File: config.mk
export PLATFORM = sky130hd
export DESIGN_NAME = tccp_timer
export DESIGN_NICKNAME = d
export VERILOG_FILES = /design/src/tccp_pkg.sv /design/src/tccp_timer.sv
export SDC_FILE = /design/constraint.sdc
export NUM_CORES = 1
export LEC_CHECK = 0
export ABC_CLOCK_PERIOD_IN_PS = 3200
export BUFFER_PORTS_ARGS = -buffer_cell sky130_fd_sc_hd__buf_2
export CORE_ASPECT_RATIO = 2
export CORE_MARGIN = 3
export CORE_UTILIZATION = 25
export DETAILED_ROUTE_END_ITERATION = 12
export GPL_TIMING_DRIVEN = 0
export HOLD_SLACK_MARGIN = 0.05
export SLEW_MARGIN = 10
export SYNTH_ARGS = -nofsm -noshare
export SYNTH_HDL_FRONTEND = slang
export SYNTH_SLANG_ARGS = --single-unit
File: constraint.sdc
create_clock -name sys_clk_in -period 3.2 [get_ports sys_clk_in]
set_clock_uncertainty 0.15 [all_clocks]
set_input_delay 0.48 -clock sys_clk_in [delete_from_list [all_inputs] [get_ports sys_clk_in]]
set_output_delay 0.48 -clock sys_clk_in [all_outputs]
set_load 0.01 [all_outputs]
File: src/tccp_pkg.sv
// Purpose: constants for the paired timer with capture, compare and pulse output
// Assumes: 32-bit apb, one aligned word per register
// Notes: register offsets are byte addresses
package tccp_pkg;
  // ************************************************************
  // register offsets
  // ************************************************************
  localparam logic [7:0] OFF_TIMER0_MODE = 8'h00;
  localparam logic [7:0] OFF_TIMER1_MODE = 8'h04;
  localparam logic [7:0] OFF_TIMER0_DATA = 8'h08;
  localparam logic [7:0] OFF_TIMER1_DATA = 8'h0C;
  localparam logic [7:0] OFF_PERIOD_LOW = 8'h10;
  localparam logic [7:0] OFF_DUTY_LOW = 8'h14;
  localparam logic [7:0] OFF_HIGH_BITS = 8'h18;
  localparam logic [7:0] OFF_PORT_FUNC = 8'h1C;
  localparam logic [7:0] OFF_EDGE_SEL = 8'h20;
  localparam logic [7:0] OFF_STATUS = 8'h24;
  // ************************************************************
  // field positions
  // ************************************************************
  localparam int T0_CAP_BIT = 4;   // capture_enable_t0 in timer0 mode
  localparam int T0_RUN_BIT = 0;   // counter run in both mode regs
  localparam int T1_CHAIN_BIT = 7; // chain_enable in timer1 mode
  localparam int T1_CAP_BIT = 6;   // capture_enable_t1
  localparam int T1_PULSE_MODE_ENABLE_BIT = 5;  // pulse_mode_enable
  localparam int T1_POL_BIT = 4;   // duty_active_sense
  localparam int PF_PIN_BIT = 0;   // compare_pin_function / pulse_pin_function
  // ************************************************************
  // reset values
  // ************************************************************
  localparam logic [7:0] RST_BYTE = 8'h00;
  localparam logic [7:0] RST_MATCH = 8'hFF;
  // edge select codes per pin
  localparam logic [1:0] EDGE_FALL = 2'h0;
  localparam logic [1:0] EDGE_RISE = 2'h1;
endpackage

File: src/tccp_timer.sv
// Purpose: paired 8-bit timers with capture, compare toggle and 10-bit pulse output
// Assumes: apb slave with zero wait states, pins are asynchronous
// Notes: prescaler is a plain divider selected by clock-select bits
//
// The register offsets and the APB register port were chosen for this implementation.
`timescale 1ns/1ns
module tccp_timer
  import tccp_pkg::*;
(
  input wire logic sys_clk_in,
  input wire logic srst_in,
  input wire logic psel,
  input wire logic penable,
  input wire logic pwrite,
  input wire logic [31:0] paddr,
  input wire logic [31:0] pwdata,
  output logic [31:0] prdata,
  output logic pready,
  output logic pslverr,
  input wire logic capture_trigger_pin0_in,
  input wire logic capture_trigger_pin1_in,
  input wire logic ext_count_in,
  output logic timer0_irq_out,
  output logic timer1_irq_out,
  output logic capture0_irq_out,
  output logic capture1_irq_out,
  output logic out_pin_out
);
  // ************************************************************
  // registers
  // ************************************************************
  logic [7:0] timer0_mode_reg, timer1_mode_reg;
  logic [7:0] timer0_match_value, timer1_match_value;
  logic [7:0] timer0_captured_value, timer1_captured_value;
  logic [7:0] timer0_count, timer1_count;
  logic [7:0] pulse_period_low, pulse_duty_low;
  logic [3:0] pulse_high_bits_reg;
  logic [9:0] duty_active;
  logic [9:0] pulse_count;
  logic [3:0] edge_select_reg;
  logic port_b_function_reg;
  logic [3:0] irq_flags;
  logic compare_level, pulse_level;
  logic [2:0] pin0_sync, pin1_sync, ext_sync;
  logic [10:0] pre_cnt;
  logic [10:0] pre_cnt_prev;

  // decode of the operating mode
  logic chain_enable, capture_enable_t0, capture_enable_t1, pulse_mode_enable;
  logic duty_active_sense, run0, run1;
  assign chain_enable = timer1_mode_reg[T1_CHAIN_BIT];
  assign capture_enable_t0 = timer0_mode_reg[T0_CAP_BIT];
  assign capture_enable_t1 = timer1_mode_reg[T1_CAP_BIT] & ~chain_enable;
  assign pulse_mode_enable = timer1_mode_reg[T1_PULSE_MODE_ENABLE_BIT] & ~chain_enable
    & ~timer1_mode_reg[T1_CAP_BIT];
  assign duty_active_sense = timer1_mode_reg[T1_POL_BIT];
  assign run0 = timer0_mode_reg[T0_RUN_BIT];
  assign run1 = timer1_mode_reg[T0_RUN_BIT];

  // ************************************************************
  // pin synchronisers and edge detect
  // ************************************************************
  // third stage only feeds the edge compare, keeping stage one private
  always_ff @(posedge sys_clk_in) begin
    if (srst_in) begin
      pin0_sync <= 3'h0;
      pin1_sync <= 3'h0;
      ext_sync <= 3'h0;
    end else begin
      pin0_sync <= {pin0_sync[1:0], capture_trigger_pin0_in};
      pin1_sync <= {pin1_sync[1:0], capture_trigger_pin1_in};
      ext_sync <= {ext_sync[1:0], ext_count_in};
    end
  end

  function automatic logic edge_hit(input logic [1:0] sel, input logic now, input logic was);
    case (sel)
      EDGE_FALL: edge_hit = was & ~now;
      EDGE_RISE: edge_hit = ~was & now;
      default: edge_hit = was ^ now;
    endcase
  endfunction

  logic capture_enable_t0_evt, capture_enable_t1_evt;
  assign capture_enable_t0_evt = capture_enable_t0
    & edge_hit(edge_select_reg[1:0], pin0_sync[1], pin0_sync[2]);
  assign capture_enable_t1_evt = capture_enable_t1
    & edge_hit(edge_select_reg[3:2], pin1_sync[1], pin1_sync[2]);

  // ************************************************************
  // prescaler and count ticks
  // ************************************************************
  // free-running divider; a tap rising gives one tick per ratio
  always_ff @(posedge sys_clk_in) begin
    if (srst_in) begin
      pre_cnt <= 11'h000;
      pre_cnt_prev <= 11'h000;
    end else begin
      pre_cnt <= pre_cnt + 11'h001;
      pre_cnt_prev <= pre_cnt;
    end
  end

  function automatic logic tap(input logic [10:0] cur, input logic [10:0] prv, input int b);
    tap = cur[b] & ~prv[b];
  endfunction

  logic tick0, tick1_own, tick1;
  always_comb begin
    case (timer0_mode_reg[3:1])
      3'h0: tick0 = tap(pre_cnt, pre_cnt_prev, 0);
      3'h1: tick0 = tap(pre_cnt, pre_cnt_prev, 1);
      3'h2: tick0 = tap(pre_cnt, pre_cnt_prev, 2);
      3'h3: tick0 = tap(pre_cnt, pre_cnt_prev, 4);
      3'h4: tick0 = tap(pre_cnt, pre_cnt_prev, 6);
      3'h5: tick0 = tap(pre_cnt, pre_cnt_prev, 8);
      3'h6: tick0 = tap(pre_cnt, pre_cnt_prev, 10);
      default: tick0 = ext_sync[1] & ~ext_sync[2]; // external rising edge
    endcase
  end
  always_comb begin
    case (timer1_mode_reg[2:1])
      2'h0: tick1_own = 1'b1;
      2'h1: tick1_own = tap(pre_cnt, pre_cnt_prev, 0);
      2'h2: tick1_own = tap(pre_cnt, pre_cnt_prev, 2);
      default: tick1_own = 1'b0; // chained: fed from timer 0 carry
    endcase
  end

  // ************************************************************
  // counters
  // ************************************************************
  logic [15:0] wide_count, wide_match;
  logic match0, match1, match16;
  assign wide_count = {timer1_count, timer0_count};
  assign wide_match = {timer1_match_value, timer0_match_value};
  assign match16 = chain_enable & (wide_count == wide_match);
  assign match0 = chain_enable ? match16 : (timer0_count == timer0_match_value);
  assign match1 = ~chain_enable & (timer1_count == timer1_match_value);
  assign tick1 = chain_enable ? (tick0 & run0 & timer0_count == 8'hFF) : (tick1_own & run1);
  logic [9:0] period_full;
  logic period_hit;
  assign period_full = {pulse_high_bits_reg[3:2], pulse_period_low};
  // last count of the period, so one period lasts exactly period_full ticks
  assign period_hit = ({1'b0, pulse_count} + 11'h001) >= {1'b0, period_full};

  // timer 0 runs alone or as the low byte of the chain
  always_ff @(posedge sys_clk_in) begin
    if (srst_in) begin
      timer0_count <= RST_BYTE;
      timer0_captured_value <= RST_BYTE;
    end else if (capture_enable_t0_evt) begin
      timer0_captured_value <= timer0_count;
      timer0_count <= RST_BYTE;
    end else if (tick0 & run0) begin
      timer0_count <= match0 ? RST_BYTE : timer0_count + 8'h01;
    end
  end

  // timer 1 counts as a timer, or drives the pulse counter in pulse mode
  always_ff @(posedge sys_clk_in) begin
    if (srst_in) begin
      timer1_count <= RST_BYTE;
      timer1_captured_value <= RST_BYTE;
    end else if (capture_enable_t0_evt & chain_enable) begin
      timer1_captured_value <= timer1_count;
      timer1_count <= RST_BYTE;
    end else if (capture_enable_t1_evt) begin
      timer1_captured_value <= timer1_count;
      timer1_count <= RST_BYTE;
    end else if (tick1 & ~pulse_mode_enable) begin
      timer1_count <= (chain_enable ? (match16) : match1) ? RST_BYTE : timer1_count + 8'h01;
    end
  end

  // ************************************************************
  // pulse generator
  // ************************************************************
  // duty master moves to the active copy only at period end or while pulse mode is off, so no glitch
  always_ff @(posedge sys_clk_in) begin
    if (srst_in) begin
      pulse_count <= 10'h000;
      duty_active <= 10'h000;
    end else if (~pulse_mode_enable) begin
      pulse_count <= 10'h000;
      duty_active <= {pulse_high_bits_reg[1:0], pulse_duty_low};
    end else if (tick1_own & run1) begin
      if (period_hit) begin
        pulse_count <= 10'h000;
        duty_active <= {pulse_high_bits_reg[1:0], pulse_duty_low};
      end else begin
        pulse_count <= pulse_count + 10'h001;
      end
    end
  end

  // output level: active before duty count, inactive after
  logic next_pulse_level;
  always_comb begin
    if (duty_active == 10'h000) begin
      next_pulse_level = ~duty_active_sense;
    end else if (duty_active >= period_full) begin
      next_pulse_level = duty_active_sense;
    end else if (pulse_count < duty_active) begin
      next_pulse_level = duty_active_sense;
    end else begin
      next_pulse_level = ~duty_active_sense;
    end
  end

  // compare toggles once per match (chained: only when the low match byte is FF) so two matches make one period
  always_ff @(posedge sys_clk_in) begin
    if (srst_in) begin
      compare_level <= 1'b0;
      pulse_level <= 1'b0;
    end else begin
      pulse_level <= next_pulse_level;
      if (~pulse_mode_enable & tick1 & (chain_enable ? match16 : match1)) begin
        compare_level <= ~compare_level;
      end
    end
  end

  // pin shows pulse or compare only when its function bit is set
  always_ff @(posedge sys_clk_in) begin
    if (srst_in) begin
      out_pin_out <= 1'b0;
    end else if (~port_b_function_reg) begin
      out_pin_out <= 1'b0;
    end else begin
      out_pin_out <= pulse_mode_enable ? pulse_level : compare_level;
    end
  end

  // ************************************************************
  // interrupt event flags
  // ************************************************************
  // flags are sticky; a set in the cycle of a clear wins
  logic [3:0] evt, clr;
  assign evt = {capture_enable_t1_evt, capture_enable_t0_evt,
    ~pulse_mode_enable & tick1 & match1,
    tick0 & run0 & match0};
  assign clr = (psel & penable & pwrite & paddr[7:0] == OFF_STATUS) ? pwdata[3:0] : 4'h0;
  always_ff @(posedge sys_clk_in) begin
    if (srst_in) begin
      irq_flags <= 4'h0;
    end else begin
      irq_flags <= (irq_flags & ~clr) | evt;
    end
  end
  assign timer0_irq_out = irq_flags[0];
  assign timer1_irq_out = irq_flags[1];
  assign capture0_irq_out = irq_flags[2];
  assign capture1_irq_out = irq_flags[3];

  // ************************************************************
  // apb slave
  // ************************************************************
  logic wr_en;
  assign wr_en = psel & penable & pwrite;
  assign pready = 1'b1;
  assign pslverr = 1'b0;

  // one process for all software-written registers except the status flags, which are cleared in the flag process
  always_ff @(posedge sys_clk_in) begin
    if (srst_in) begin
      timer0_mode_reg <= RST_BYTE;
      timer1_mode_reg <= RST_BYTE;
      timer0_match_value <= RST_MATCH;
      timer1_match_value <= RST_MATCH;
      pulse_period_low <= RST_BYTE;
      pulse_duty_low <= RST_BYTE;
      pulse_high_bits_reg <= 4'h0;
      port_b_function_reg <= 1'b0;
      edge_select_reg <= 4'h0;
    end else if (wr_en) begin
      case (paddr[7:0])
        OFF_TIMER0_MODE: timer0_mode_reg <= pwdata[7:0];
        OFF_TIMER1_MODE: timer1_mode_reg <= pwdata[7:0];
        OFF_TIMER0_DATA: timer0_match_value <= pwdata[7:0];
        OFF_TIMER1_DATA: timer1_match_value <= pwdata[7:0];
        OFF_PERIOD_LOW: pulse_period_low <= pwdata[7:0];
        OFF_DUTY_LOW: pulse_duty_low <= pwdata[7:0];
        OFF_HIGH_BITS: pulse_high_bits_reg <= pwdata[3:0];
        OFF_PORT_FUNC: port_b_function_reg <= pwdata[PF_PIN_BIT];
        OFF_EDGE_SEL: edge_select_reg <= pwdata[3:0];
        default: ;
      endcase
    end
  end

  // read mux registered so data come from flops; valid at the access phase
  logic [7:0] rd_byte;
  logic cap_view0, cap_view1;
  assign cap_view0 = capture_enable_t0;
  assign cap_view1 = capture_enable_t1 | (chain_enable & capture_enable_t0);
  always_comb begin
    case (paddr[7:0])
      OFF_TIMER0_MODE: rd_byte = timer0_mode_reg;
      OFF_TIMER1_MODE: rd_byte = timer1_mode_reg;
      OFF_TIMER0_DATA: rd_byte = cap_view0 ? timer0_captured_value : timer0_count;
      OFF_TIMER1_DATA: rd_byte = cap_view1 ? timer1_captured_value : timer1_count;
      OFF_PERIOD_LOW: rd_byte = pulse_period_low;
      OFF_DUTY_LOW: rd_byte = pulse_duty_low;
      OFF_HIGH_BITS: rd_byte = {4'h0, pulse_high_bits_reg};
      OFF_PORT_FUNC: rd_byte = {7'h00, port_b_function_reg};
      OFF_EDGE_SEL: rd_byte = {4'h0, edge_select_reg};
      OFF_STATUS: rd_byte = {4'h0, irq_flags};
      default: rd_byte = 8'h00;
    endcase
  end
  always_ff @(posedge sys_clk_in) begin
    if (srst_in) begin
      prdata <= 32'h0000_0000;
    end else if (psel & ~penable) begin
      prdata <= {24'h00_0000, rd_byte};
    end
  end
endmodule

# ---- After elaboration in Yosys (flattened, before gate mapping)
# Cells that the tools add are included.
dict set report word_totals {
  regBits 155
  inputBits 72
  wordCells 159
}
dict set report op_classes {
  addsub 5
  magnitude_cmp 3
  eq_ne 25
  muxes 23
  bitwise 57
  n_reduce_logical 21
}
# op count
set op_table {}
lappend op_table {{case mux 8 bit (10 select lines)} 1}
lappend op_table {{2-to-1 mux 8 bit} 6}
lappend op_table {{2-to-1 mux 10 bit} 4}
lappend op_table {{AND 1 bit} 32}
lappend op_table {{== test 8 x 5 -> 1 bit, second input constant} 4}
lappend op_table {{AND reduction 2 bit} 10}
lappend op_table {{NOT 1 bit} 19}
lappend op_table {{adder 8 x 1 -> 8 bit, second input constant} 2}
lappend op_table {{== test 16 bit} 1}
lappend op_table {{== test 8 x 4 -> 1 bit, second input constant} 2}
lappend op_table {{== test 8 x 6 -> 1 bit, second input constant} 2}
lappend op_table {{== test 8 bit} 2}
lappend op_table {{adder 10 x 1 -> 11 bit, second input constant} 1}
lappend op_table {{adder 11 x 1 -> 11 bit, second input constant} 1}
lappend op_table {{greater-or-equal comparator 11 x 10 -> 1 bit} 1}
lappend op_table {{adder 10 x 1 -> 10 bit, second input constant} 1}
lappend op_table {{greater-or-equal comparator 10 bit} 1}
lappend op_table {{logical NOT 10 bit} 1}
lappend op_table {{less-than comparator 10 bit} 1}
lappend op_table {{== test 3 bit, second input constant} 3}
lappend op_table {{== test 8 x 3 -> 1 bit, second input constant} 1}
lappend op_table {{== test 8 bit, second input constant} 1}
lappend op_table {{logical NOT 8 bit} 1}
lappend op_table {{2-to-1 mux 1 bit} 7}
lappend op_table {{other kinds (19)} 29}

# ---- Logic depth before layout (Yosys ltp)
# Gate-level depths: netlist of the first run.
dict set report depth {
  word_depth 9
  depth_mapped 12
}

# ---- Least setup slack after synthesis of the first run
# OpenSTA, ideal clock, no wires.
dict set report synth_timing {
  kind {register -> register}
  from {register pulse_count[0]}
  to {register duty_active[0]}
  setup_time_ns 0.072
  arrival_time_ns 2.629
  required_ns 2.978
  slack_ns 0.349
  path_stages_with_launch 13
  n_path_buf 1
  synth_period_minus_slack_ns 2.851
  cell_sequence {dfxtp_1 -> ha_1 -> nand3_1 -> nor3_1 -> xor2_1 -> ha_1 -> a21oi_1 -> nor2b_1 -> a311o_1 -> nand2_1 -> o311a_1 -> buf_2 -> mux2i_1}
}
dict set report synth_between {
  elab_chain_len 4
}
# element line
set synth_rtl {}
lappend synth_rtl {{start, declared} tccp_timer.sv:39} ;# logic [9:0] pulse_count;
lappend synth_rtl {{start signal, assigned} tccp_timer.sv:192} ;# pulse_count <= pulse_count + 10'h001;
lappend synth_rtl {{adder 10 x 1 -> 11 bit} tccp_timer.sv:145} ;# assign period_hit = ({1'b0, pulse_count} + 11'h001) >= {1'b0, period_full};
lappend synth_rtl {{greater-or-equal comparator 11 x 10 -> 1 bit} tccp_timer.sv:145}
lappend synth_rtl {{inequality test 2 x 1 -> 1 bit (no source line)} n/a}
lappend synth_rtl {{AND reduction 2 bit (no source line)} n/a}
lappend synth_rtl {{end signal, assigned} tccp_timer.sv:186} ;# duty_active <= {pulse_high_bits_reg[1:0], pulse_duty_low};
lappend synth_rtl {{end signal, assigned} tccp_timer.sv:190} ;# duty_active <= {pulse_high_bits_reg[1:0], pulse_duty_low};
lappend synth_rtl {{end, declared} tccp_timer.sv:38} ;# logic [9:0] duty_active;
# No other way between the ends.
# A chain may end at the register's enable or synchronous reset.

# ---- Final worst setup path of the first run
dict set report layout_timing {
  from {register timer0_mode_reg[2]}
  to {register timer0_count[6]}
}
dict set report layout_between {
  elab_chain_len 3
  elab_cells_between_ends 9
  cone_classes {eq/ne: 6; mux: 1; bitwise: 1; reduce/logical: 1}
}
# element line
set layout_rtl {}
lappend layout_rtl {{start, declared} tccp_timer.sv:32} ;# logic [7:0] timer0_mode_reg, timer1_mode_reg;
lappend layout_rtl {{start signal, assigned} tccp_timer.sv:278} ;# OFF_TIMER0_MODE: timer0_mode_reg <= pwdata[7:0];
lappend layout_rtl {{== test 3 bit, or another cell as far along} tccp_timer.sv:110} ;# case (timer0_mode_reg[3:1])
lappend layout_rtl {{case mux 1 bit (7 select lines) (*)} tccp_timer.sv:110}
lappend layout_rtl {{AND 1 bit (*)} tccp_timer.sv:155} ;# end else if (tick0 & run0) begin
lappend layout_rtl {{end signal, assigned} tccp_timer.sv:156} ;# timer0_count <= match0 ? RST_BYTE : timer0_count + 8'h01;
lappend layout_rtl {{end, declared} tccp_timer.sv:35} ;# logic [7:0] timer0_count, timer1_count;
# Every way passes the cells marked *; elsewhere a longest branch is shown, timed or not.

==> impl_results.md, run 1 <==
- WS Path Type: flip-flop to flip-flop
- Critical Path RT: 3.38 ns
- Clk root buf: clkbuf_16
- Leakage power: 0.00364 µW
- Final Instance Count excl. Fillers: 1403
- Hold slack: 0.100 ns
- Final wirelength: 24.6 mm
- Flop pwr share: 0.474
- Combinational share of power: 0.052
- Layout cells sized above 1: 0.127
- Reg-to-reg startpoint: timer0_mode_reg[2]$_SDFFE_PP0P_
- Final Max Slew Viols: 0
- Syn-to-layout area delta: 17.1%
- Post-CTS Setup Bufs: 0
- Cell Area, Synth: 7920 µm²
- Global route total overflow: 0
- Synth unique cells: 69
- Placed insts: 1371
- Routed Antenna Nets: 0
- Largest net degree at the start of global routing: 17
- Starting density of the core: 0.255
- CORE AREA: 31100 µm²
- Via count: 6649
- Largest regs: pre_cnt x11, duty_active x10, pulse_count x10
- Biggest register: pre_cnt
- Crit-path max FO: 9
- Final-report hold violation count: 0
- Most used flip-flop cell after synthesis: dfxtp_1
- CP startpoint: timer0_mode_reg[2]$_SDFFE_PP0P_
- Yosys reg bits: 151
- Setup TNS: 0 ns
- Worst Hold Depth: 2
- Power Dens Cells: 431 nW/µm²
- Slew margin rel.: 0.134
- WL/cell: 17.6 µm
- Hold endpoint: pin0_sync[0]$_SDFF_PP0_
- FF-to-FF End: timer0_count[6]$_SDFFE_PP0P_
- Post-Syn Instances: 898
- GR Util All Layers: 0.146
- Final nets: 1081
- Achievable Freq: 327 MHz
- Vias in the first global route: 6682
- Final Util: 0.298
- Syn Area/Cell: 8.82 µm²
- NetSw: 1030 µW
- First-pass GRT wire length: 37.9 mm
- DRC violations left: 0
- Unrepaired setup endpoints after global routing: yes
- Vias/cell: 4.74
- Final HPWL DP: 19.7 mm
- Clk slew on worst S/H paths: 0.06 ns
- TritonCTS clock tree: done
- Clock Power Share: 0.474
- Period utilisation layout: 0.956
- Num Clock Sinks: 151
- Seq/Total Area, Yosys: 0.382
- Worst-Skew Late Latency: 0.44 ns
- FFs w/ async S/R, synth: 0
- DR pass1 iterations: 5
- Filler cells: 3306
- DIE HEIGHT: 258 µm
- Crit. End Element: flip-flop
- CP arrival: 3.24 ns
- Setup slack, reg-to-reg: 0.14 ns
- Sw Ratio: 0.257
- Minimum clock period: 3.06 ns
- Row cnt: 91
- Ports: 111
- Setup violators final: 0
- Drt initial violations: 342
- N_diodes: 0
- CTS Buf Count: 17
- Hold wc startpoint: capture_trigger_pin0_in
- Final Wtd Congestion: 0.968
- Die area: 34000 µm²
- Worst vdd ir: 0.000267 V
- Largest register FFs: 11
- Max Cap Viol: 0
- Status: finished, final reports clean
- Type of origin of the critical path: flip-flop
- Internal power: 2970 µW
- Synthesis warning total: 0
- H-tree depth: 4
- Port bufs: 31
- Worst R2R Path Depth: 6
- Antenna violations before repair: 0
- Die Width: 132 µm
- Worst Hold Class: input port to flip-flop
- CTS max path bufs: 2
- Least-Margin Pin Slew: 1.29 ns
- EDFF count, synth: 0
==> worst max path at each step <==
stage               slack (ns)                            to  cells after the start
global placement         -0.29   pulse_count[8]$_SDFFE_PP0N_                      8
finish                    0.14  timer0_count[6]$_SDFFE_PP0P_                      6
global route            -0.008   pulse_count[1]$_SDFFE_PP0N_                     11
detailed placement       -0.24   duty_active[1]$_SDFFE_PP0P_                     12
CTS                       0.01   duty_active[1]$_SDFFE_PP0P_                     12
floorplan                 0.35   duty_active[0]$_SDFFE_PP0P_                     12
==> layout by cell type (no fill, tap or decap), types with 22 or more instances in the layout <==
cell type	netlist	routed
o21ai_0	23	23
a21oi_1	40	40
ha_1	37	37
nor2b_1	36	36
buf_4	27	27
inv_1	30	30
conb_1	2	26
mux2i_1	79	79
buf_2	6	36
xnor2_1	22	22
nand2_1	80	80
nor2_1	90	90
nand3_1	24	23
xor2_1	22	22
dfxtp_1	151	149
nand2b_1	26	26
clkbuf_1	32	33
==> cell usage after synthesis, types with 4 or more instances <==
cell,n,area share
dfxtp_1,151,0.38
nor3_1,16,0.010
or3_1,11,0.0087
nand3b_1,10,0.0095
buf_2,6,0.0038
clkbuf_1,32,0.015
nand2b_1,26,0.021
o221ai_1,4,0.0044
buf_4,27,0.026
xor2_1,22,0.024
a211o_1,8,0.0088
mux2_2,4,0.0057
a22oi_1,12,0.011
xnor2_1,22,0.024
nor2b_1,36,0.028
a31oi_1,5,0.0039
a211oi_1,6,0.0057
o21ai_0,23,0.015
nand3_1,24,0.015
mux2i_1,79,0.10
and3_1,11,0.0087
a21oi_1,40,0.025
nand2_1,80,0.038
inv_1,30,0.014
ha_1,37,0.058
nor2_1,90,0.043
nor4b_1,4,0.0044
a221oi_1,5,0.0055
o22ai_1,8,0.0063
nand4_1,9,0.0071
==> stage by stage <==
stage | setup WS, ns | area (µm²) | power (µW)
final | 0.141 | 9280 | 4000
after detailed placement | -0.236 | 8700 | 2140
after floorplan | 0.349 | 8010 | 2060
after global routing | -0.00849 | 9280 | 4110
after CTS | 0.00964 | 9260 | 4030
after global placement | -0.288 | 8690 | 2140
==> layer usage <==
layer  share of wire  track usage  up-vias
met1            0.32        0.122     3116
met5               0            0        -
li1                -            -     3226
met2            0.56        0.292      218
met4           0.084        0.120        0
met3           0.035       0.0232       89
==> area by class of cell <==
class                   count  area (µm²)  share of cell area
multi-input cells         672        4530               0.488
flip-flops and latches    151        3030               0.326
well taps                 418         523              0.0564
clock buffers              18         429              0.0463
plain buffers              69         382              0.0411
repair buffers             31         155              0.0167
clock inverters            14         120              0.0129
inverters                  30         113              0.0121
==> critical path, cell delays in order (launching register included) <==
cell	delay, ns
dfxtp_1	0.40
nor4b_1	0.36
a31oi_1	0.09
a211oi_2	0.86
o221ai_1	0.46
nand3b_1	0.43
o21ba_1	0.20
==> timing repair <==
| action | in CTS | in global routing |
|---|---|---|
| pin swaps | 0 | 0 |
| resized for setup | 3 | 6 |
| hold endpoints to repair | 0 | 0 |
| hold buffers | 0 | 0 |
| setup endpoints to repair | 20 | 20 |
==> kinds of logic after synthesis <==
| logic type | count (synthesis) | synth area share |
|---|---|---|
| AND/OR/NAND/NOR | 337 | 0.213 |
| flip-flops | 151 | 0.382 |
| AO/OA/AOI/OAI | 142 | 0.123 |
| buffers and inverters | 99 | 0.0616 |
| multiplexers | 86 | 0.113 |
| XOR/XNOR | 44 | 0.0487 |
| adder cells (fa/ha/maj) | 37 | 0.0585 |
| other | 2 | 0.000948 |
==> power by group through the flow <==
| stage | logic, µW | registers (µW) | clock network [µW] |
|---|---|---|---|
| after detailed placement | 206 | 1940 | 0 |
| after global routing | 221 | 1890 | 1990 |
| after global placement | 205 | 1940 | 0 |
| final | 206 | 1890 | 1900 |
| after CTS | 206 | 1890 | 1930 |
| after floorplan | 125 | 1940 | 0 |
(Power assumes the default switching activity.)
==> run 2, diff against run 1 <==
- ABC_AREA: default -> 1
==> run 2 against run 1 <==
Net effect: via count is 12% higher; die area is 3.0% higher; largest power group unchanged; final cell count is 17% higher; wire length is 0.52% higher; total power is 3.3% higher; highest routed layer unchanged; setup slack better by 0.30 ns; non-clock buffer count is 3 lower; sequential power hardly changed; first-iteration DRC count is 6.4% higher; clock power is 8% higher; cell area is 3.0% higher.
==> impl_results.md, run 2 <==
- Status: finished, final reports clean
- FFs w/ async S/R, synth: 0 (unchanged)
- Final wirelength: 24.8 mm (+0.52%)
- Slew margin rel.: 0.428 (+0.294)
- Largest regs: pre_cnt x11, duty_active x10, pulse_count x10
- Internal power: 3130 µW (+5.3%)
- Crit. End Element: flip-flop
- Vias/cell: 4.54 (-4.3%)
- Die area: 35000 µm² (+3.0%)
- Top cells by count, synth: nand2_1 (217), dfxtp_1 (151), inv_1 (129)
- Largest net degree at the start of global routing: 17 (unchanged)
- First-pass GRT wire length: 37.6 mm (-0.80%)
- Ports: 111 (unchanged)
- Final Max Slew Viols: 0 (unchanged)
- TritonCTS clock tree: done
- WS Path Type: flip-flop to flip-flop
- Synthesis warning total: 0 (unchanged)
- Clk slew on worst S/H paths: 0.07 ns (about the same)
- Final Util: 0.296 (-0.00202)
- GR Util All Layers: 0.141 (-0.00494)
- Num Clock Sinks: 151 (unchanged)
- Sw Ratio: 0.243 (-0.0141)
- Hold slack: 0.0826 ns (-0.0178 ns)
- DRC violations left: 0 (unchanged)
- NetSw: 1000 µW (-2.3%)
- Most frequent cells in the layout: nand2_1 (217), dfxtp_1 (151), inv_1 (129), nor2_1 (117), a21oi_1 (110)
- Final nets: 1317 (+22%)
- Vias in the first global route: 7152 (+7.0%)
- Placed insts: 1616 (+18%)
- CTS max path bufs: 2 (unchanged)
- Syn Area/Cell: 7.23 µm² (-18%)
- H-tree depth: 4 (unchanged)
- Setup violators final: 0 (unchanged)
- Via count: 7475 (+12%)
- Final-report hold violation count: 0 (unchanged)
- Filler cells: 3507 (+6.1%)
- Type of origin of the critical path: flip-flop
- Most instantiated library cell after synthesis: nand2_1
- Combinational share of power: 0.043 (-0.009)
- Worst vdd ir: 0.000324 V (+22%)
- Leading area contributor after synthesis: dfxtp_1
- Power Dens Cells: 432 nW/µm² (+0.34%)
- Final Wtd Congestion: 0.901 (-6.9%)
- Critical Path RT: 3.39 ns (about the same)
- Most area-consuming cells after synthesis: dfxtp_1 (37%), nand2_1 (10%), a21oi_1 (6.7%)
- Area after DPL: 8970 µm² (+3.1%)
- Top cell type's share of synthesized area: 0.370 (-0.0115)
- Final Instance Count excl. Fillers: 1648 (+17%)
- Clk root buf: clkbuf_16
- Clock Power Share: 0.498 (+0.024)
- Unrepaired setup endpoints after global routing: no
- CTS Hold Bufs: 0 (unchanged)
- Yosys reg bits: 151 (unchanged)
- Drt initial violations: 364 (+6.4%)
- Seq/Total Area, Yosys: 0.370 (-0.0115)
- Period utilisation layout: 0.864 (-0.0922)
- Max Cap Viol: 0 (unchanged)
- Final instance area: 9550 µm² (+3.0%)
- CORE AREA: 32200 µm² (+3.7%)
- Setup TNS: 0 ns (unchanged)
- CTS Buf Count: 17 (unchanged)
- Achievable Freq: 362 MHz (+11%)
- Post-CTS Setup Bufs: 0 (unchanged)
- Row cnt: 93 (+2.2%)
- Biggest register: pre_cnt
- Antenna violations before repair: 0 (unchanged)
- Most used flip-flop cell after synthesis: dfxtp_1
- Global route total overflow: 0 (unchanged)
- Die Width: 134 µm (+1.5%)
- Most common cell after layout, fill and taps aside: nand2_1
- Layout cells sized above 1: 0.147 (+0.0205)
- DR pass1 iterations: 5 (unchanged)
- EDFF count, synth: 0 (unchanged)
- Crit-path max FO: 10 (+1)
- Flop pwr share: 0.459 (-0.015)
- DIE HEIGHT: 262 µm (+1.5%)
- Routed Antenna Nets: 0 (unchanged)
- WL/cell: 15.0 µm (-14%)
- Cells resized by post-CTS repair: 0 (-3)
- Syn-to-layout area delta: 17.0%
- Synth unique cells: 43 (-38%)
- Worst-Skew Late Latency: 0.45 ns (about the same)
- N_diodes: 0 (unchanged)
- Post-Syn Instances: 1130 (+26%)
- Largest register FFs: 11 (unchanged)
- CP arrival: 2.95 ns (-0.29 ns)
- Least-Margin Pin Slew: 0.858 ns (-0.431 ns)
- Starting density of the core: 0.253 (-0.00143)
- Port bufs: 35 (+13%)
- Final HPWL DP: 19.4 mm (-1.5%)
- Minimum clock period: 2.76 ns (-0.295 ns)
- Cell Area, Synth: 8170 µm² (+3.1%)
- Worst Hold Class: input port to flip-flop
- Leakage power: 0.00415 µW (+14%)
-- run 2: stage by stage --
step,worst slack (ns),total power (µW)
floorplan,0.795,2050
global placement,0.457,2110
detailed placement,0.425,2110
CTS,0.420,4160
global route,0.141,4250
finish,0.436,4130
-- run 2: critical path, cell delays in order, from the launching register on --
cell     delay [ns]
dfxtp_1        0.43
ha_1           0.22
nand3_1        0.17
nor2_1         0.14
nor2_1         0.05
nor2_1         0.16
ha_1           0.28
nand2_1        0.09
inv_1          0.04
a21oi_1        0.15
nand2_1        0.07
nand2_1        0.05
nand2_1        0.10
nand2_1        0.09
nand3_2        0.07
buf_4          0.19
a21oi_1        0.14
nor2_1         0.06
-- run 2: kinds of logic after synthesis --
family	share of synthesized area
compound gates	0.149
xor+xnor	0.0375
fa+ha+maj	0.0567
buf+inv	0.117
flops	0.370
mux	0.00996
other cells	0.000920
simple gates	0.259
-- run 2: area by class of cell --
class                      count  area (µm²)  area share
sequential                   151        3020       0.316
clock inverter                12         141      0.0148
inverter                     147         554      0.0580
multi-input combinational    794        4280       0.448
buffer                        62         400      0.0419
tap                          427         534      0.0559
clock buffer                  20         447      0.0468
timing repair buffer          35         175      0.0183
-- run 2: power groups by stage --
stage               Sequential (µW)  Combinational (µW)  Clock, µW
global route                   1900                 194       2160
CTS                            1900                 176       2080
detailed placement             1940                 176          0
global placement               1940                 174          0
finish                         1900                 178       2060
floorplan                      1940                 110          0
-- run 2: worst paths after layout --
check / from / end / slack (ns) / cells after the start
setup / recovery: pulse_count[0]$_SDFFE_PP0N_ / duty_active[8]$_SDFFE_PP0P_ / 0.44 / 17
hold / removal: ext_count_in / ext_sync[0]$_SDFF_PP0_ / 0.08 / 3
setup reg to reg: pulse_count[0]$_SDFFE_PP0N_ / duty_active[8]$_SDFFE_PP0P_ / 0.44 / 17
hold reg to reg: pin0_sync[0]$_SDFF_PP0_ / pin0_sync[1]$_SDFF_PP0_ / 0.26 / 2
-- run 2: routing by layer --
| metal | GRT usage | vias to the layer above | share of wire |
|---|---|---|---|
| met2 | 0.273 | 208 | 0.54 |
| li1 | - | 3755 | - |
| met1 | 0.120 | 3412 | 0.33 |
| met5 | 0 | - | 0 |
| met3 | 0.0248 | 100 | 0.034 |
| met4 | 0.125 | 0 | 0.094 |
==> run 3, diff against run 2 <==
- CTS_BUF_LIST: default -> sky130_fd_sc_hd__clkbuf_4
==> run 3 against run 2 <==
Net effect: sequential cell count stayed put; via count is 0.33% higher; die area stayed put; first-iteration DRC count is 5.8% higher; sequential share of layout area is 0.84 points higher; fmax is 0.93% lower; cell area is 2.6% lower; core utilization is 0.77 points lower; setup slack worse by 0.026 ns; clock-buffer cell count is 1 lower; wire length is 0.18% lower; total power is 19% lower; critical endpoint unchanged; largest cell class unchanged.
==> impl_results.md, run 3 (synthesis results as in run 2) <==
- Status: finished, final reports clean
- Unrepaired setup endpoints after global routing: no
- Starting density of the core: 0.253 (unchanged)
- Port bufs: 35 (unchanged)
- Clk root buf: clkbuf_4
- DR pass1 iterations: 6 (+1)
- Worst vdd ir: 0.000295 V (-9.0%)
- DRC violations left: 0 (unchanged)
- Least-Margin Pin Slew: 0.860 ns (+0.00202 ns)
- Vias/cell: 4.53 (about the same)
- Slew margin rel.: 0.426 (-0.00135)
- WL/cell: 15.0 µm (-0.54%)
- Max stage delay cell, worst path: dfxtp_1
- Most frequent cells in the layout: nand2_1 (217), dfxtp_1 (151), inv_1 (129), nor2_1 (117), a21oi_1 (110)
- CTS max path bufs: 2 (unchanged)
- CTS Buf Count: 17 (unchanged)
- Period utilisation layout: 0.872 (+0.00807)
- Die Width: 134 µm (unchanged)
- Filler cells: 3533 (+0.74%)
- H-tree depth: 4 (unchanged)
- Setup TNS: 0 ns (unchanged)
- Most common cell after layout, fill and taps aside: nand2_1
- Largest net degree at the start of global routing: 17 (unchanged)
- Die area: 35000 µm² (unchanged)
- GR Util All Layers: 0.140 (-0.000870)
- First-pass GRT wire length: 37.4 mm (-0.44%)
- Final wirelength: 24.7 mm (-0.18%)
- Routed Antenna Nets: 0 (unchanged)
- Num Clock Sinks: 151 (unchanged)
- Worst-Skew Late Latency: 0.60 ns (+0.15 ns)
- Worst setup margin: 0.410 ns (-0.0258 ns)
- Final HPWL DP: 19.4 mm (unchanged)
- DIE HEIGHT: 262 µm (unchanged)
- Sequential standard cell area: 3020 µm² (unchanged)
- Crit. End Element: flip-flop
- Power Dens Cells: 359 nW/µm² (-17%)
- Critical path's largest stage delay: 0.45 ns (+0.02 ns)
- Type of origin of the critical path: flip-flop
- Layout cells sized above 1: 0.148 (+0.000214)
- Final-report hold violation count: 0 (unchanged)
- Final Max Slew Viols: 0 (unchanged)
- Setup violators final: 0 (unchanged)
- Syn-to-layout area delta: 14.0%
- Crit-path max FO: 10 (unchanged)
- Multi-input gate area: 4280 µm² (unchanged)
- Antenna violations before repair: 1 (+1)
- Global route total overflow: 0 (unchanged)
- Vias in the first global route: 7118 (-0.48%)
- Area after DPL: 8970 µm² (unchanged)
- TritonCTS clock tree: done
- CP arrival: 3.15 ns (+0.20 ns)
- Critical Path RT: 3.56 ns (+0.17 ns)
- Final instance area: 9310 µm² (-2.6%)
- Worst path cell trace: ha_1, nand3_1, nor3_2, nand2_1, xor2_1, inv_1, ha_1, a21oi_1, o21bai_1, nor2_1, nand3_2, buf_4, a21oi_1, nor2_1
- Final nets: 1322 (+0.38%)
- Leakage power: 0.00404 µW (-2.6%)
- Final Wtd Congestion: 0.901 (unchanged)
- Largest register FFs: 11 (unchanged)
- Via count: 7500 (+0.33%)
- WS Path Type: flip-flop to flip-flop
- Ports: 111 (unchanged)
- Worst slack at placement: 0.425 ns (unchanged)
- Biggest register: pre_cnt
- CORE AREA: 32200 µm² (unchanged)
- Minimum clock period: 2.79 ns (+0.0258 ns)
- Drt initial violations: 385 (+5.8%)
- Worst Hold Class: input port to flip-flop
- Max Cap Viol: 0 (unchanged)
- Largest regs: pre_cnt x11, duty_active x10, pulse_count x10
- Achievable Freq: 358 MHz (-0.93%)
- Clk slew on worst S/H paths: 0.14 ns (+0.07 ns)
- Row cnt: 93 (unchanged)
-- run 3: cell count changes in the layout (fill, tap and decap cells not counted) --
cell and delta:
clkbuf_4 +19, clkbuf_16 -17, dlygate4sd3_1 +5, clkbuf_1 -2
clkbuf_8 -1, clkinv_1 +1, diode_2 +1
-- run 3: area by class of cell --
class,instances,area share
Antenna cell,1,0.000269
Multi-Input combinational cell,794,0.460
Timing Repair Buffer,40,0.0242
Sequential cell,151,0.325
Clock buffer,19,0.0153
Inverter,147,0.0596
Buffer,62,0.0430
Clock inverter,13,0.0156
Tap cell,427,0.0574
-- run 3: repair_timing --
| item | in CTS | in global routing |
|---|---|---|
| resized for setup | 0 | 0 |
| setup buffers | 0 | 0 |
| endpoints found under the hold margin | 12 | 0 |
| hold buffers | 5 | 0 |
-- run 3: per-layer routing --
layer,track usage,vias up,wire length [µm]
met3,0.0248,87,845
li1,-,3763,-
met2,0.274,206,13600
met1,0.120,3444,8240
met5,0,-,0
met4,0.116,0,2070
-- run 3: worst max-delay path: cells and delay by family (launching register included) --
family                     cells  cell delay, ns
adders and majority gates      2            0.51
and+or+nand+nor                6            0.80
xor gates and xnor gates       1            0.15
AOI/OAI and AO/OA              3            0.39
buffers and inverters          2            0.26
DFF                            1            0.45
-- run 3: through the flow --
stage / hold slack (ns) / total power (µW) / instances / util
2_1_floorplan: 0.238 / 2050 / 1154 / -
3_3_place_gp: 0.245 / 2110 / 1616 / 0.278
3_5_place_dp: 0.253 / 2110 / 1616 / 0.278
4_1_cts: 0.0540 / 3360 / 1653 / 0.289
5_1_grt: 0.0635 / 3460 / 1654 / 0.289
6_report: 0.0840 / 3340 / 1654 / 0.289
-- run 3: power breakdown --
group | leakage, µW | total (µW) | internal [µW] | switching, µW
Combinational | 0.00267 | 183 | 58.3 | 124
Sequential | 0.00122 | 1900 | 1890 | 6.04
Clock | 0.000152 | 1260 | 491 | 773
-- run 3: path summary, 6_finish.rpt --
| path | startpoint | to | slack [ns] | depth (start not counted) |
|---|---|---|---|---|
| max | pulse_count[0]$_SDFFE_PP0N_ | duty_active[8]$_SDFFE_PP0P_ | 0.41 | 14 |
| min | pwdata[2] | pulse_high_bits_reg[2]$_SDFFE_PP0P_ | 0.08 | 3 |
| max reg2reg | pulse_count[0]$_SDFFE_PP0N_ | duty_active[8]$_SDFFE_PP0P_ | 0.41 | 14 |
| min reg2reg | pin0_sync[0]$_SDFF_PP0_ | pin0_sync[1]$_SDFF_PP0_ | 0.27 | 2 |
